`src/verilog/pdcl_pkg.sv`:
```
package pdcl_pkg;

    // ****************************************************************
    // Timing
    // ****************************************************************
    localparam int CLK_MHZ          = 125;
    localparam int DETECT_TIME_US   = 30;
    localparam int OC_QUAL_TIME_US  = 50;
    localparam int DETECT_CYCLES    = DETECT_TIME_US * CLK_MHZ;
    localparam int OC_QUAL_CYCLES   = OC_QUAL_TIME_US * CLK_MHZ;
    localparam int CNT_W            = 16;

    // ****************************************************************
    // Converter scaling and register map
    // ****************************************************************
    localparam int ADC_W                      = 10;
    localparam logic [7:0] PLAT_CUR_MAX_OFFSET = 8'h21;
    localparam logic [7:0] CURRENT_OFFSET      = 8'h15;
    localparam logic [7:0] TEMP_OFFSET         = 8'h17;
    localparam logic [7:0] ADDR_OFFSET         = 8'h40;
    localparam logic [7:0] STATUS_OFFSET       = 8'h41;
    localparam logic [3:0] ADDR_MAX_CODE       = 4'h8;
    localparam logic [2:0] PHASES_FOUR         = 3'h4;
    localparam logic [2:0] PHASES_THREE        = 3'h3;
    localparam logic [2:0] PHASES_TWO          = 3'h2;
    localparam logic [2:0] PHASES_ONE          = 3'h1;

    // ****************************************************************
    // Types
    // ****************************************************************
    typedef enum logic [2:0] {
        ST_OFF    = 3'h0,
        ST_DETECT = 3'h1,
        ST_MID    = 3'h2,
        ST_RUN    = 3'h3,
        ST_LATCH  = 3'h4
    } pdcl_state_t;

    typedef struct packed {
        logic [3:0] out;
        logic [3:0] oe;
        logic [3:0] mid;
    } pdcl_pwm_t;

    typedef struct packed {
        logic [7:0] addr;
        logic       rd;
    } pdcl_rd_t;

endpackage

```
`src/verilog/pdcl_phase_ctrl.sv`:
```
`timescale 1ns/10ps
module pdcl_phase_ctrl
    import pdcl_pkg::*;
(
    input  wire logic             i_clk,
    input  wire logic             i_rst,
    input  wire logic             i_enable,
    input  wire logic [4:2]       i_sense_high,
    input  wire logic [3:0]       i_pwm_cmp,
    input  wire logic             i_limit_over_norm,
    input  wire logic             i_limit_over_high,
    input  wire logic             i_ramp_uv,
    input  wire logic [ADC_W-1:0] i_current_max_strap_pin_adc,
    input  wire logic [ADC_W-1:0] i_imon_adc,
    input  wire logic [ADC_W-1:0] i_temp_adc,
    input  wire logic [3:0]       i_addr_strap,
    input  wire pdcl_rd_t         i_reg_rd,
    output logic [7:0]            o_reg_data,
    output logic [4:2]            o_test_sink_en,
    output pdcl_pwm_t             o_pwm,
    output logic [1:0]            o_ramp_phase_sel,
    output logic [1:0]            o_ramp_step,
    output logic                  o_ramp_sense_en,
    output logic                  o_driver_on,
    output logic                  o_fault,
    output logic [2:0]            o_phase_count,
    output logic [3:0]            o_bus_addr
);

    // ****************************************************************
    // Helpers
    // ****************************************************************
    function automatic logic [2:0] phases_from_straps(input logic [4:2] s);
        logic [2:0] n;
        n = PHASES_FOUR;
        if (s[4] && s[3] && s[2]) begin
            n = PHASES_ONE;
        end else if (s[4] && s[2]) begin
            n = PHASES_TWO;
        end else if (s[4]) begin
            n = PHASES_THREE;
        end
        return n;
    endfunction

    // Saturating scale of a converter code to 8 bits, full scale at 2 V.
    function automatic logic [7:0] adc_to_byte(input logic [ADC_W-1:0] a);
        logic [7:0] b;
        b = (a[ADC_W-1:ADC_W-2] != 2'h0) ? 8'hFF : a[ADC_W-3:ADC_W-10];
        return b;
    endfunction

    // ****************************************************************
    // Sequencer
    // ****************************************************************
    pdcl_state_t      st_r, st_nxt;
    logic [CNT_W-1:0] cnt_r, cnt_nxt;
    logic [2:0]       ph_r, ph_nxt;
    logic [3:0]       addr_r, addr_nxt;
    logic [7:0]       current_max_strap_pin_r, current_max_strap_pin_nxt;
    logic [7:0]       imon_r, imon_nxt;
    logic [7:0]       temp_r, temp_nxt;
    logic [3:0]       mid_r, mid_nxt;
    logic [3:0]       used;
    logic             trip;
    logic             uv_live;

    assign uv_live = i_enable && i_ramp_uv;

    pdcl_oc_timer u_oc (
        .i_clk       (i_clk),
        .i_rst       (i_rst),
        .i_arm       (st_r == ST_RUN),
        .i_over_norm (i_limit_over_norm),
        .i_over_high (i_limit_over_high),
        .o_trip      (trip)
    );

    always_comb begin
        for (int i = 0; i < 4; i++) begin
            used[i] = (3'(i) < ph_r);
        end
    end

    always_comb begin
        st_nxt   = st_r;
        cnt_nxt  = cnt_r;
        ph_nxt   = ph_r;
        addr_nxt = addr_r;
        current_max_strap_pin_nxt = current_max_strap_pin_r;
        imon_nxt = imon_r;
        temp_nxt = temp_r;
        mid_nxt  = mid_r;
        case (st_r)
            ST_OFF: begin
                cnt_nxt = '0;
                mid_nxt = 4'hF;
                if (i_enable) begin
                    st_nxt = ST_DETECT;
                end
            end
            ST_DETECT: begin
                cnt_nxt = cnt_r + 1'b1;
                if (!i_enable) begin
                    st_nxt = ST_OFF;
                end else if (cnt_r == CNT_W'(DETECT_CYCLES - 1)) begin
                    ph_nxt   = phases_from_straps(i_sense_high);
                    // Straps above the last valid code fold to the highest address.
                    addr_nxt = (i_addr_strap > ADDR_MAX_CODE) ? ADDR_MAX_CODE
                                                              : i_addr_strap;
                    current_max_strap_pin_nxt = adc_to_byte(i_current_max_strap_pin_adc);
                    st_nxt   = ST_MID;
                end
            end
            ST_MID: begin
                st_nxt = i_enable ? ST_RUN : ST_OFF;
            end
            ST_RUN: begin
                mid_nxt  = mid_r & ~i_pwm_cmp;
                imon_nxt = adc_to_byte(i_imon_adc);
                temp_nxt = adc_to_byte(i_temp_adc);
                if (!i_enable || uv_live) begin
                    st_nxt = ST_OFF;
                end else if (trip) begin
                    st_nxt = ST_LATCH;
                end
            end
            ST_LATCH: begin
                if (!i_enable) begin
                    st_nxt = ST_OFF;
                end
            end
            default: st_nxt = ST_OFF;
        endcase
    end

    always_ff @(posedge i_clk or posedge i_rst) begin
        if (i_rst) begin
            st_r   <= ST_OFF;
            cnt_r  <= '0;
            ph_r   <= PHASES_FOUR;
            addr_r <= '0;
            current_max_strap_pin_r <= '0;
            imon_r <= '0;
            temp_r <= '0;
            mid_r  <= 4'hF;
        end else begin
            st_r   <= st_nxt;
            cnt_r  <= cnt_nxt;
            ph_r   <= ph_nxt;
            addr_r <= addr_nxt;
            current_max_strap_pin_r <= current_max_strap_pin_nxt;
            imon_r <= imon_nxt;
            temp_r <= temp_nxt;
            mid_r  <= mid_nxt;
        end
    end

    // ****************************************************************
    // Outputs
    // ****************************************************************
    pdcl_pwm_t  pwm_nxt;
    logic [7:0] rd_nxt;
    logic [4:2] sink_nxt;

    always_comb begin
        pwm_nxt  = '0;
        sink_nxt = '0;
        case (st_r)
            ST_DETECT: begin
                sink_nxt   = 3'h7;
                pwm_nxt.oe = 4'h1;
            end
            ST_MID: begin
                pwm_nxt.oe  = used;
                pwm_nxt.mid = used;
            end
            ST_RUN: begin
                // Each phase follows its own comparator, so overlap is allowed.
                pwm_nxt.oe  = used;
                pwm_nxt.out = i_pwm_cmp & used;
                pwm_nxt.mid = used & mid_r & ~i_pwm_cmp;
            end
            ST_LATCH: pwm_nxt.oe = used;
            default: pwm_nxt = '0;
        endcase
        case (i_reg_rd.addr)
            PLAT_CUR_MAX_OFFSET: rd_nxt = current_max_strap_pin_r;
            CURRENT_OFFSET:      rd_nxt = imon_r;
            TEMP_OFFSET:         rd_nxt = temp_r;
            ADDR_OFFSET:         rd_nxt = {4'h0, addr_r};
            STATUS_OFFSET:       rd_nxt = {3'h0, st_r == ST_LATCH, 1'b0, ph_r};
            default:             rd_nxt = 8'h00;
        endcase
    end

    always_ff @(posedge i_clk or posedge i_rst) begin
        if (i_rst) begin
            o_pwm          <= '0;
            o_test_sink_en <= '0;
            o_reg_data     <= '0;
            o_driver_on    <= 1'b0;
            o_fault        <= 1'b0;
        end else begin
            o_pwm          <= pwm_nxt;
            o_test_sink_en <= sink_nxt;
            o_reg_data     <= i_reg_rd.rd ? rd_nxt : o_reg_data;
            o_driver_on    <= (st_r == ST_RUN);
            o_fault        <= (st_r == ST_LATCH);
        end
    end

    // Ramp offset is the phase index times the period split by the active count.
    // One and four phases need distinct codes, so the count is taken minus one.
    assign o_ramp_phase_sel = 2'(ph_r - 3'h1);
    assign o_ramp_step      = o_ramp_phase_sel;
    assign o_ramp_sense_en  = i_enable;
    assign o_phase_count    = ph_r;
    assign o_bus_addr       = addr_r;

endmodule

```
`src/verilog/pdcl_oc_timer.sv`:
```
`timescale 1ns/10ps
module pdcl_oc_timer
    import pdcl_pkg::*;
(
    input  wire logic i_clk,
    input  wire logic i_rst,
    input  wire logic i_arm,
    input  wire logic i_over_norm,
    input  wire logic i_over_high,
    output logic      o_trip
);

    logic [CNT_W-1:0] cnt_r;
    logic [CNT_W-1:0] cnt_nxt;
    logic             trip_nxt;

    always_comb begin
        cnt_nxt  = '0;
        trip_nxt = 1'b0;
        if (i_arm && i_over_high) begin
            trip_nxt = 1'b1;
        end else if (i_arm && i_over_norm) begin
            if (cnt_r == CNT_W'(OC_QUAL_CYCLES - 1)) begin
                trip_nxt = 1'b1;
            end else begin
                cnt_nxt = cnt_r + 1'b1;
            end
        end
        // Dropping below threshold leaves the count at zero.
    end

    always_ff @(posedge i_clk or posedge i_rst) begin
        if (i_rst) begin
            cnt_r  <= '0;
            o_trip <= 1'b0;
        end else begin
            cnt_r  <= cnt_nxt;
            o_trip <= trip_nxt;
        end
    end

endmodule

```
`config.mk`:
```
export PLATFORM = sky130hd
export DESIGN_NAME = pdcl_phase_ctrl
export DESIGN_NICKNAME = d
export VERILOG_FILES = /design/src/verilog/pdcl_pkg.sv /design/src/verilog/pdcl_phase_ctrl.sv /design/src/verilog/pdcl_oc_timer.sv
export SDC_FILE = /design/constraint.sdc
export NUM_CORES = 1
export LEC_CHECK = 0
export BUFFER_PORTS_ARGS = -buffer_cell sky130_fd_sc_hd__buf_2
export CAP_MARGIN = 10
export CORE_MARGIN = 2
export CORE_UTILIZATION = 55
export DETAILED_ROUTE_END_ITERATION = 6
export PLACE_DENSITY = 0.92
export SLEW_MARGIN = 20
export SYNTH_ARGS = -nofsm -noshare
export SYNTH_HDL_FRONTEND = slang
export SYNTH_SLANG_ARGS = --single-unit
```
`constraint.sdc`:
```
create_clock -name i_clk -period 3.8 [get_ports i_clk]
set_input_delay 0.57 -clock i_clk [delete_from_list [all_inputs] [get_ports i_clk]]
set_output_delay 0.57 -clock i_clk [all_outputs]
set_load 0.05 [all_outputs]
```
==> results.md, run 1 <==
Outcome:
- The flow ran to the end, and the final reports show no timing, DRC or antenna violations.

Placed design:
- The routability congestion estimate is 0.861.
- Detailed placement finished with a half-perimeter wire length of 7370 um.
- The number of placed instances, taps included, is 635.
- Timing analysis after detailed placement gives a worst setup slack of 1.12 ns.
- The number of buffer cells added on primary ports is 92.

Setup path:
- The family of cells with the greatest summed delay on the critical path is simple AND/OR/NAND/NOR gates.
- STA puts the critical path data required time at 4.07 ns.
- The critical path startpoint is st_r[0]$_DFFE_PP0P_.
- The critical path goes through nor3b_1 > nand2_1 > nor2_1 > mux2_2.
- STA puts the critical path data arrival time at 3.02 ns.
- Counting both buffers and inverters, the worst setup path holds a total of 0.
- The startpoint identified for the worst register-to-register timing path is st_r[0]$_DFFE_PP0P_.
- The kind of critical path is reg2reg.
- On the worst path, the slowest cell contributes a delay of 0.86 ns.
- The largest fanout on the critical path is 20.
- The sort of element at the start of the critical path is a register.
- The largest individual stage delay along the critical path comes from the cell sky130_fd_sc_hd__nor2_1.
- The endpoint kind of the worst setup timing path is a register.

Synth:
- The synthesized design contains 0 enable-type register cells.
- The post-synthesis async set-or-reset flop share is 100%.
- The per-instance average area after synthesis is 9.90 um^2.
- The count of warnings emitted by yosys is 0.
- When the netlist entered floorplanning its net count stood at 519.
- The count of state elements after synthesis is 94.
- For this run, the register share of the synthesized area comes to 51.9%.
- The area of the mapped netlist is 0.00454 mm^2.
- Synthesis handed over a netlist of 459 instances.
- The netlist uses 57 different library cells.
- The most instantiated flip-flop cell in the synthesis netlist is sky130_fd_sc_hd__dfrtp_1.

Floorplan:
- The area of the die is 0.00901 mm^2.
- 93 I/O pins were placed.
- From bottom edge to top edge, the die measures 94.9 um.
- The number of cell rows is 33.
- Once the floorplan was initialized, standard cells occupied 56.2% of the core.
- The area of the core is 0.00809 mm^2.
- In this run the horizontal extent of the chip is 94.9 um.

Timing:
- The setup slack of the critical path after layout is 1.05 ns.
- The final-report setup violation count is 0.
- The transition time at the pin with the least slew margin is 1.04 ns.
- Setup repair after global routing left no endpoint under its margin.
- On the final layout, the worst clock skew is 0.0168 ns.
- The count of pins over their slew limit came to 0.
- Hold timing on the final database bottoms out at a slack of 0.363 ns.
- Dividing the final minimum period by the clock period gives 72.4%.
- The count of final hold-check violations is 0.
- Headroom to the max-slew limit came out at 30.2%.
- The maximum frequency from static timing analysis is 363 MHz.
- The post-route minimum period is 2.75 ns.
- Adding up every negative setup slack in the final design gives 0 ns.

Hold path:
- The tightest min-delay check is of the in2reg type.
- The startpoint of the lowest-slack hold path is i_pwm_cmp[3].

Drt:
- For this run, design rule violations remaining after detail routing come to 0.
- The per-cell via count in the routed design is 5.85.
- The routed length per instance is 16.1 um.
- In this run the remaining antenna-violating nets after routing total 0.
- The wire length after detailed routing is 10500 um.
- In this run, the number of DRC markers left after iteration 0 of detailed routing was 376.
- The count of TritonRoute iterations in the first routing pass is 5.
- The routed layout has 3811 vias.

Clocking:
- The tree is rooted in a sky130_fd_sc_hd__clkbuf_8.
- Buffers inserted during clock tree synthesis total 9.
- The H-tree was split into 3 levels.
- Clock-pin slew was measured on the worst setup and hold paths at 0.11 ns.
- The number of buffers inserted by post-CTS setup repair is 0.
- CTS saw 94 sinks.
- The number of gates resized after CTS is 0.
- For the worst-skew pair, the clock arrives at the later sink with an insertion delay of 0.38 ns.
- The maximum buffer depth of the clock tree is 2.
- The number of hold buffers added after cts is 0.
- The TritonCTS clock tree is built.

Pwr:
- In this run the static leakage power is 2.45 nW.
- The total power per unit cell area is 360 mW/mm^2.
- The maximum vdd ir drop is 0.352 mV.
- The total design power is 0.00189 W.

GRT:
- After global routing the overflow that remains totals 0.
- The number of global-route vias before repair is 3632.
- The number of antenna violations at the first check in global routing is 0.
- Entering global routing, the biggest net connects 95 pins.
- The global-route wire length before repair is 16900 um.
- The overall track demand over capacity in global routing is 24.2%.

Cells and area:
- Cells with a size suffix above 1 make up 26.0% of the layout.
- After the last flow step, the layout net total stands at 601.
- The count of placed standard cells in the final layout, fillers left out is 651.
- The fill cell total of the finished layout is 612.
- The area added between synthesis and finish is 15.9%.
- The antenna diode count is 0.

Flow run:
- The count of maximum capacitance violations is 0.
-- final timing paths --
| kind | end | slack, ns | cells after the start |
|---|---|---|---|
| worst min register to register | temp_r[1]$_DFFE_PP0N_ | 0.48 | 2 |
| max in group asynchronous | imon_r[2]$_DFFE_PP0N_ | 2.85 | 3 |
| min in group asynchronous | o_pwm[8]$_DFF_PP0_ | 0.42 | 3 |
| worst min-delay path | mid_r[3]$_DFFE_PP1P_ | 0.36 | 2 |
| worst max register to register | current_max_strap_pin_r[5]$_DFFE_PP0P_ | 1.05 | 4 |
| worst max-delay path | current_max_strap_pin_r[5]$_DFFE_PP0P_ | 1.05 | 4 |
-- worst reg2reg max path: stages, from the launching register on --
cell and delay [ns]:
sky130_fd_sc_hd__dfrtp_1 0.70, sky130_fd_sc_hd__nor3b_1 0.39, sky130_fd_sc_hd__nand2_1 0.27, sky130_fd_sc_hd__nor2_1 0.86, sky130_fd_sc_hd__mux2_2 0.43
-- flip-flops by register name (all words and copies together), names as in the netlist --
register,flops
u_oc.o_trip,1
u_oc.cnt_r,16
o_test_sink_en,1
o_bus_addr,4
cnt_r,16
o_pwm,12
mid_r,4
o_driver_on,1
current_max_strap_pin_r,8
temp_r,8
o_phase_count,3
o_fault,1
o_reg_data,8
st_r,3
imon_r,8
-- synth_stat cells, types with 10 or more instances --
cell,n,area share [%]
sky130_fd_sc_hd__a21oi_1,11,1.2
sky130_fd_sc_hd__inv_1,23,1.9
sky130_fd_sc_hd__mux2_2,14,3.5
sky130_fd_sc_hd__or3_1,12,1.7
sky130_fd_sc_hd__clkbuf_1,13,1.1
sky130_fd_sc_hd__o21ai_0,33,3.6
sky130_fd_sc_hd__nor2_1,32,2.6
sky130_fd_sc_hd__nand2_1,59,4.9
sky130_fd_sc_hd__xnor2_1,10,1.9
sky130_fd_sc_hd__nor4_1,11,1.5
sky130_fd_sc_hd__dfrtp_1,89,49
sky130_fd_sc_hd__nand4_1,10,1.4
-- cells in the final DEF (no fill, tap or decap), drive strengths merged, types with 6 or more instances in the layout --
cell    count
nor2       32
nor4       11
clkbuf      9
buf        95
or3        12
nand4      10
xnor2      10
o21ai      34
a22oi       6
a22o        7
or2         6
nand2      59
a21oi      11
xor2        6
inv        26
nand2b      6
nor3        9
o21a        6
nand3       9
mux2       15
dfrtp      89
-- power breakdown --
part | internal [W] | switching (W)
Sequential | 0.00102 | 0.0000194
Combinational | 0.0000480 | 0.0000875
Clock | 0.000319 | 0.000395
-- metrics by stage --
step                utilization [%]  instance area [um^2]
floorplan                         -                  4540
detailed placement             62.4                  5050
finish                         65.1                  5270
global placement               62.4                  5050
global route                   65.1                  5270
CTS                            65.0                  5260
-- layout make-up --
class	instances	area, um^2	share of cell area (%)
inverter	23	87.6	1.66
sequential	94	2360	44.8
tap	105	131	2.49
clock inverter	7	86.3	1.64
timing repair buffer	95	487	9.24
clock buffer	9	124	2.35
multi-input combinational	318	1990	37.8
-- metal layers --
| layer | GRT usage, % | up-vias | part of all wire [%] |
|---|---|---|---|
| met5 | 0 | - | 0 |
| met4 | 8.45 | 0 | 2.0 |
| met3 | 6.23 | 20 | 6.1 |
| met2 | 40.0 | 148 | 51 |
| met1 | 30.8 | 1846 | 41 |
| li1 | - | 1797 | - |
-- logic make-up after synthesis --
family | count (synthesis) | share of synthesized area, %
multiplexers | 18 | 4.38
adder cells (fa/ha/maj) | 4 | 1.10
AND/OR/NAND/NOR | 189 | 22.1
AO/OA/AOI/OAI | 91 | 13.0
XOR/XNOR | 16 | 3.08
flip-flops | 94 | 51.9
buffers and inverters | 47 | 4.41
(Power assumes the default switching activity.)
==> run 2, diff against run 1 <==
CORE_UTILIZATION = 50   (was 55)
PLACE_DENSITY = 0.89   (was 0.92)
clock period = 2.3 ns   (was 3.8 ns; I/O delays follow)
==> run 2 against run 1 <==
  * The flow now finishes with violations (design-rule violations)
  * Clock power increased by 57%
  * Design area increased by 1.4%
  * Global-route usage decreased by 1.3 points
  * Clock-buffer cell count increased by 2
  * Utilization decreased by 4.2 points
==> results.md, run 2 (same netlist as run 1, synthesis figures left out) <==
Floorplan:
- The initial core utilization was 51.9% (-4.3 points).
- The overall die height was 99.3 um (+4.7%).
- The area of the core is 0.00876 mm^2 (+8.3%).
- The width of the chip is 99.3 um (+4.7%).
- The number of cell rows is 34 (+3.0%).
- The area of the die is 0.00987 mm^2 (+9.6%).
- The count of pins on the block boundary is 93 (unchanged).

Drt:
- The per-cell via count in the routed design was 5.87 (+0.33%).
- The routed length per instance is 16.2 um (+0.31%).
- The count of TritonRoute iterations in the first routing pass is 7 (+2).
- The violation count after the first detailed-route iteration is 309 (-18%).
- The total number of vias was 3900 (+2.3%).
- The wire length after detailed routing came to 10700 um (+2.3%).
- The number of remaining DRC errors came to 1 (+1).
- The final antenna-violating net count was 0 (unchanged).

Cells and area:
- The fill cell total of the finished layout is 695 (+14%).
- The largest registers in the layout are cnt_r x16, u_oc.cnt_r x16, o_pwm x12.
- The utilization after layout is 60.9% (-4.2 points).
- The share of cells above drive strength 1 is 26.8% (+0.79 points).
- The top cell types in the final layout, fill and taps aside, are sky130_fd_sc_hd__buf_2, sky130_fd_sc_hd__dfrtp_1, sky130_fd_sc_hd__nand2_1.
- Relative to the synthesized area, the layout overhead comes to 17.5%.
- The count of placed standard cells in the final layout, fillers left out is 664 (+2.0%).
- The net total in the final layout came to 611 (+1.7%).
- The library cell used most frequently in the layout, excluding fill and tap cells, is sky130_fd_sc_hd__buf_2.
- The antenna diode count came to 0 (unchanged).

GRT:
- The overall track demand over capacity in global routing is 22.8% (-1.3 points).
- The global routing usage on met1 came to 29.9% (-0.91 points).
- The busiest layer in global routing is met2.
- The number of global-route vias before repair is 3832 (+5.5%).
- The met2 layer usage reported by global route is 38.3% (-1.7 points).
- The largest net degree at the start of global routing is 95 (unchanged).
- The global-route met3 utilization is 4.50% (-1.7 points).
- The total congestion overflow after global routing came to 0 (unchanged).
- The number of antenna violations at the first check in global routing is 0 (unchanged).
- The global-route wire length before repair is 18200 um (+8.0%).

Pwr:
- The total internal power is 0.00230 W (+65%).
- The share of power burned in registers is 55.9% (+0.8 points).
- The switching power is 0.000784 W (+56%).
- The total power per unit cell area came to 577 mW/mm^2 (+60%).
- The net switching fraction of the power came to 25.4% (-1.1 points).
- The total design power is 0.00308 W (+63%).
- The share of power burned in the clock network is 36.5% (-1.2 points).
- The combinational power share was 7.7% (+0.5 points).
- The maximum vdd ir drop was 0.312 mV (-11%).
- The static leakage is 2.49 nW (+1.8%).

Timing:
- The count of pins over their slew limit was 0 (unchanged).
- The maximum frequency from static timing analysis is 499 MHz (+37%).
- The clock skew after layout is 0.0185 ns (+0.00174 ns).
- The post-route minimum period came to 2.00 ns (-0.749 ns).
- The final clock period utilization by the worst path was 87.1% (+15 points).
- Setup repair after global routing left no endpoint under its margin.
- The transition time at the pin with the least slew margin is 0.626 ns (-0.417 ns).
- The count of final hold-check violations came to 0 (unchanged).
- The max-slew headroom at the worst pin is 58.1% (+28 points).
- The setup slack of the critical path after layout was 0.298 ns (-0.751 ns).
- The final-report setup violation count is 0 (unchanged).
- The post-route setup TNS was 0 ns (unchanged).

Placed design:
- The number of buffer cells added on primary ports came to 92 (unchanged).
- The routability congestion estimate was 0.918 (+6.5%).
- The cell count after placement is 648 (+2.0%).
- The total half-perimeter wirelength after legalization and detailed placement is 7560 um (+2.6%).
- The worst slack at placement is 0.325 ns (-0.792 ns).

Hold path:
- The worst min-delay path category is in2async.

Setup path:
- The worst path required time is 2.58 ns (-1.49 ns).
- STA classifies the critical path startpoint as a register.
- The arrival time at the worst endpoint is 2.29 ns (-0.73 ns).
- The largest fanout on the critical path is 11 (-45%).
- The endpoint kind of the worst setup timing path is a register.
- The setup slack on the worst flop-to-flop path is 0.30 ns (-0.75 ns).
- The worst setup path is of the reg2reg kind.

Clocking:
- The number of buffers inserted by post-CTS setup repair came to 0 (unchanged).
- TritonCTS built the clock tree.
- The maximum buffer depth of the clock tree is 2 (unchanged).
- The insertion delay to the later sink of the worst-skew pair was 0.37 ns (about the same).
- The clock-pin slew of the registers on the worst-case setup and hold paths is 0.10 ns (about the same).
- The total clock sinks was 94 (unchanged).
- The maximum level of the CTS H-tree was 3 (unchanged).
- CTS placed an instance of sky130_fd_sc_hd__clkbuf_8 at the clock tree root.
- The number of gates resized after CTS is 0 (unchanged).
- The clock buffer count from CTS is 9 (unchanged).
- The number of hold buffers added after cts is 0 (unchanged).

Outcome:
- The checks that failed: design-rule violations.
- The run finished, with violations left.

Flow run:
- The count of maximum capacitance violations is 0 (unchanged).
run 2: cell count changes in the layout (fill, tap and decap cells not counted):
cell,delta
sky130_fd_sc_hd__buf_12,+1
sky130_fd_sc_hd__buf_4,+10
sky130_fd_sc_hd__buf_6,-1
sky130_fd_sc_hd__clkbuf_1,+2
sky130_fd_sc_hd__clkinv_2,-1
sky130_fd_sc_hd__clkinv_4,+1
sky130_fd_sc_hd__inv_6,-1
sky130_fd_sc_hd__inv_8,-1
sky130_fd_sc_hd__nor4b_1,+1
sky130_fd_sc_hd__nor4b_2,-1
run 2: layout make-up:
type	count	area (um^2)	share of cell area, %
Clock buffer	11	131	2.46
Clock inverter	5	67.6	1.27
Timing Repair Buffer	105	571	10.7
Sequential cell	94	2360	44.2
Tap cell	108	135	2.53
Multi-Input combinational cell	318	1990	37.2
Inverter	23	90.1	1.69
run 2: final timing paths:
check / from / to / cells after the start
min: i_rst / o_pwm[8]$_DFF_PP0_ / 3
max in group asynchronous: i_rst / mid_r[0]$_DFFE_PP1P_ / 3
max reg2reg: st_r[1]$_DFFE_PP0P_ / cnt_r[13]$_DFFE_PP0P_ / 4
max: st_r[1]$_DFFE_PP0P_ / cnt_r[13]$_DFFE_PP0P_ / 4
min reg2reg: temp_r[3]$_DFFE_PP0N_ / temp_r[3]$_DFFE_PP0N_ / 2
min in group i_clk: i_sense_high[4] / o_phase_count[2]$_DFFE_PP1P_ / 2
run 2: routing by layer:
| metal | part of all wire [%] | up-vias | routed length (um) |
|---|---|---|---|
| met5 | 0 | - | 0 |
| met4 | 2.3 | 0 | 243 |
| li1 | - | 1819 | - |
| met1 | 42 | 1881 | 4540 |
| met3 | 5.9 | 23 | 630 |
| met2 | 49 | 177 | 5310 |
run 2: critical path, cell delays in order, from the launching register on:
cell and delay (ns):
sky130_fd_sc_hd__dfrtp_1 0.49, sky130_fd_sc_hd__or2_4 0.26, sky130_fd_sc_hd__or3_1 0.48, sky130_fd_sc_hd__or4_1 0.54, sky130_fd_sc_hd__a21oi_1 0.15
run 2: power groups by stage:
stage / Combinational [W] / Sequential (W) / Clock (W)
detailed placement: 0.000235 / 0.00175 / 0
floorplan: 0.000116 / 0.00176 / 0
global placement: 0.000225 / 0.00175 / 0
global route: 0.000264 / 0.00172 / 0.00121
CTS: 0.000238 / 0.00172 / 0.00114
finish: 0.000237 / 0.00172 / 0.00112
run 2: metrics by stage:
step	hold slack [ns]	cell area, um^2
2_1_floorplan	0.412	4550
3_3_place_gp	0.461	5140
3_5_place_dp	0.467	5140
4_1_cts	0.128	5340
5_1_grt	0.143	5340
6_report	0.111	5340
==> run 3, diff against run 2 <==
RECOVER_POWER = 100   (was default)
==> run 3 against run 2 <==
  * The flow now finishes without violations
  * Critical endpoint is now o_reg_data[4]$_DFFE_PP0P_
  * Largest cell class unchanged
  * Sequential share of layout area increased by 0.68 points
  * Utilization decreased by 0.93 points
  * Combinational power decreased by 3%
  * Global-route usage unchanged
==> results.md, run 3 (same netlist as run 1, synthesis figures left out) <==
GRT:
- The number of global-route vias before repair is 3832 (unchanged).
- The number of antenna violations at the first check in global routing is 0 (unchanged).
- After global routing, the most crowded layer is met2.
- The global-route met3 utilization came to 4.50% (unchanged).
- The global routing usage on met1 is 29.9% (unchanged).
- The met2 layer usage reported by global route is 38.3% (unchanged).
- The overall track demand over capacity in global routing is 22.8% (unchanged).
- The global-route wire length before repair is 18200 um (unchanged).
- The total congestion overflow after global routing came to 0 (unchanged).
- The largest net degree at the start of global routing is 95 (unchanged).

Setup path:
- The endpoint kind of the worst setup timing path is a register.
- The worst setup path is launched from a register.
- The arrival time at the worst endpoint is 2.38 ns (+0.09 ns).
- The largest fanout on the critical path was 19 (+8).
- The critical path is of the reg2reg type.
- The worst path required time was 2.54 ns (-0.04 ns).

Timing:
- The worst hold margin is 0.146 ns (+0.0347 ns).
- The clock skew after layout was 0.0198 ns (+0.00131 ns).
- The final clock period utilization by the worst path was 93.1% (+6.0 points).
- Setup repair after global routing left no endpoint under its margin.
- The final-report setup violation count was 0 (unchanged).
- The count of pins over their slew limit came to 0 (unchanged).
- The count of final hold-check violations is 0 (unchanged).
- The post-route minimum period is 2.14 ns (+0.138 ns).
- The transition time at the pin with the least slew margin is 1.24 ns (+0.617 ns).
- The max-slew headroom at the worst pin is 17.1% (-41 points).
- The maximum frequency from static timing analysis is 467 MHz (-6.5%).
- The post-route setup TNS is 0 ns (unchanged).

Placed design:
- The number of buffer cells added on primary ports came to 92 (unchanged).
- The total half-perimeter wirelength after legalization and detailed placement came to 7560 um (unchanged).
- The routability congestion estimate is 0.918 (unchanged).

Clocking:
- The clock buffer count from CTS was 9 (unchanged).
- The maximum buffer depth of the clock tree is 2 (unchanged).
- The clock-pin slew of the registers on the worst-case setup and hold paths is 0.10 ns (about the same).
- The number of hold buffers added after cts is 0 (unchanged).
- The total clock sinks is 94 (unchanged).
- The insertion delay to the later sink of the worst-skew pair came to 0.37 ns (about the same).
- The number of gates resized after CTS is 0 (unchanged).
- The number of buffers inserted by post-CTS setup repair is 0 (unchanged).
- The TritonCTS clock tree is built.
- The tree is rooted in a sky130_fd_sc_hd__clkbuf_8.
- The maximum level of the CTS H-tree came to 3 (unchanged).

Cells and area:
- The net total in the final layout is 611 (unchanged).
- The antenna diode count is 0 (unchanged).
- The library cell used most frequently in the layout, excluding fill and tap cells, is sky130_fd_sc_hd__dfrtp_1.
- The largest registers in the layout are cnt_r x16, u_oc.cnt_r x16, o_pwm x12.
- The utilization after layout is 60.0% (-0.93 points).
- Relative to the synthesized area, the layout overhead comes to 15.7%.
- The fill cell total of the finished layout is 718 (+3.3%).
- The share of cells above drive strength 1 came to 18.9% (-7.9 points).
- Leaving out fill and tap cells, the most frequent cells in the layout are sky130_fd_sc_hd__dfrtp_1, sky130_fd_sc_hd__nand2_1, sky130_fd_sc_hd__buf_2.

Drt:
- The total number of vias is 3916 (+0.41%).
- The per-cell via count in the routed design is 5.90 (+0.41%).
- The violation count after the first detailed-route iteration is 281 (-9.1%).
- The routed length per instance is 16.2 um (+0.44%).
- The count of TritonRoute iterations in the first routing pass is 6 (-1).
- The final antenna-violating net count was 0 (unchanged).
- The wire length after detailed routing is 10800 um (+0.44%).
- The number of remaining DRC errors is 0 (-1).

Floorplan:
- The number of cell rows is 34 (unchanged).
- The width of the chip is 99.3 um (unchanged).
- The area of the core was 0.00876 mm^2 (unchanged).
- The area of the die was 0.00987 mm^2 (unchanged).
- The initial core utilization was 51.9% (unchanged).
- The overall die height is 99.3 um (unchanged).
- The count of pins on the block boundary is 93 (unchanged).

Hold path:
- The worst min-delay path category is in2reg.

Outcome:
- The run finished with clean final reports.

Pwr:
- The total power per unit cell area came to 584 mW/mm^2 (+1.3%).
- The static leakage is 2.32 nW (-6.9%).
- The total design power was 0.00307 W (-0.25%).
- The maximum vdd ir drop is 0.314 mV (+0.47%).

Flow run:
- The count of maximum capacitance violations is 0 (unchanged).
-- run 3: per-stage QoR --
step / instances / instance area (um^2) / setup WS, ns
global route: 664 / 5260 / 0.0439
CTS: 664 / 5340 / 0.308
finish: 664 / 5260 / 0.159
global placement: 648 / 5140 / 0.412
floorplan: 459 / 4550 / 0.0513
detailed placement: 648 / 5140 / 0.325
-- run 3: metal layers --
layer	up-vias	part of all wire (%)
met1	1888	42
met4	0	2.2
met5	-	0
met3	24	6.6
li1	1818	-
met2	186	50
-- run 3: report_power, final --
part | total [W] | switching [W] | internal (W)
Combinational | 0.000229 | 0.000151 | 0.0000772
Sequential | 0.00172 | 0.0000284 | 0.00169
Clock | 0.00112 | 0.000603 | 0.000520
Total | 0.00307 | 0.000783 | 0.00229
-- run 3: path summary, 6_finish.rpt --
check,start,to,slack (ns),depth (start not counted)
max reg2reg,st_r[0]$_DFFE_PP0P_,o_reg_data[4]$_DFFE_PP0P_,0.16,6
min reg2reg,imon_r[1]$_DFFE_PP0N_,imon_r[1]$_DFFE_PP0N_,0.49,2
max,st_r[0]$_DFFE_PP0P_,o_reg_data[4]$_DFFE_PP0P_,0.16,6
min,i_sense_high[4],o_phase_count[2]$_DFFE_PP1P_,0.15,2
max in group asynchronous,i_rst,cnt_r[9]$_DFFE_PP0P_,1.08,3
min in group asynchronous,i_rst,u_oc.cnt_r[9]$_DFF_PP0_,0.41,3
-- run 3: final cells by class --
class | instances | area [um^2] | share of cell area, %
Clock buffer | 11 | 131 | 2.50
Clock inverter | 5 | 67.6 | 1.29
Inverter | 23 | 90.1 | 1.71
Multi-Input combinational cell | 318 | 1980 | 37.7
Sequential cell | 94 | 2360 | 44.9
Tap cell | 108 | 135 | 2.57
Timing Repair Buffer | 105 | 492 | 9.35
-- run 3: worst max-delay path, stage by stage, from the launching register on --
cell,delay [ns]
sky130_fd_sc_hd__dfrtp_1,0.35
sky130_fd_sc_hd__clkbuf_1,0.63
sky130_fd_sc_hd__nor3b_1,0.13
sky130_fd_sc_hd__clkbuf_1,0.20
sky130_fd_sc_hd__and2_1,0.21
sky130_fd_sc_hd__a222oi_1,0.37
sky130_fd_sc_hd__o22ai_1,0.12
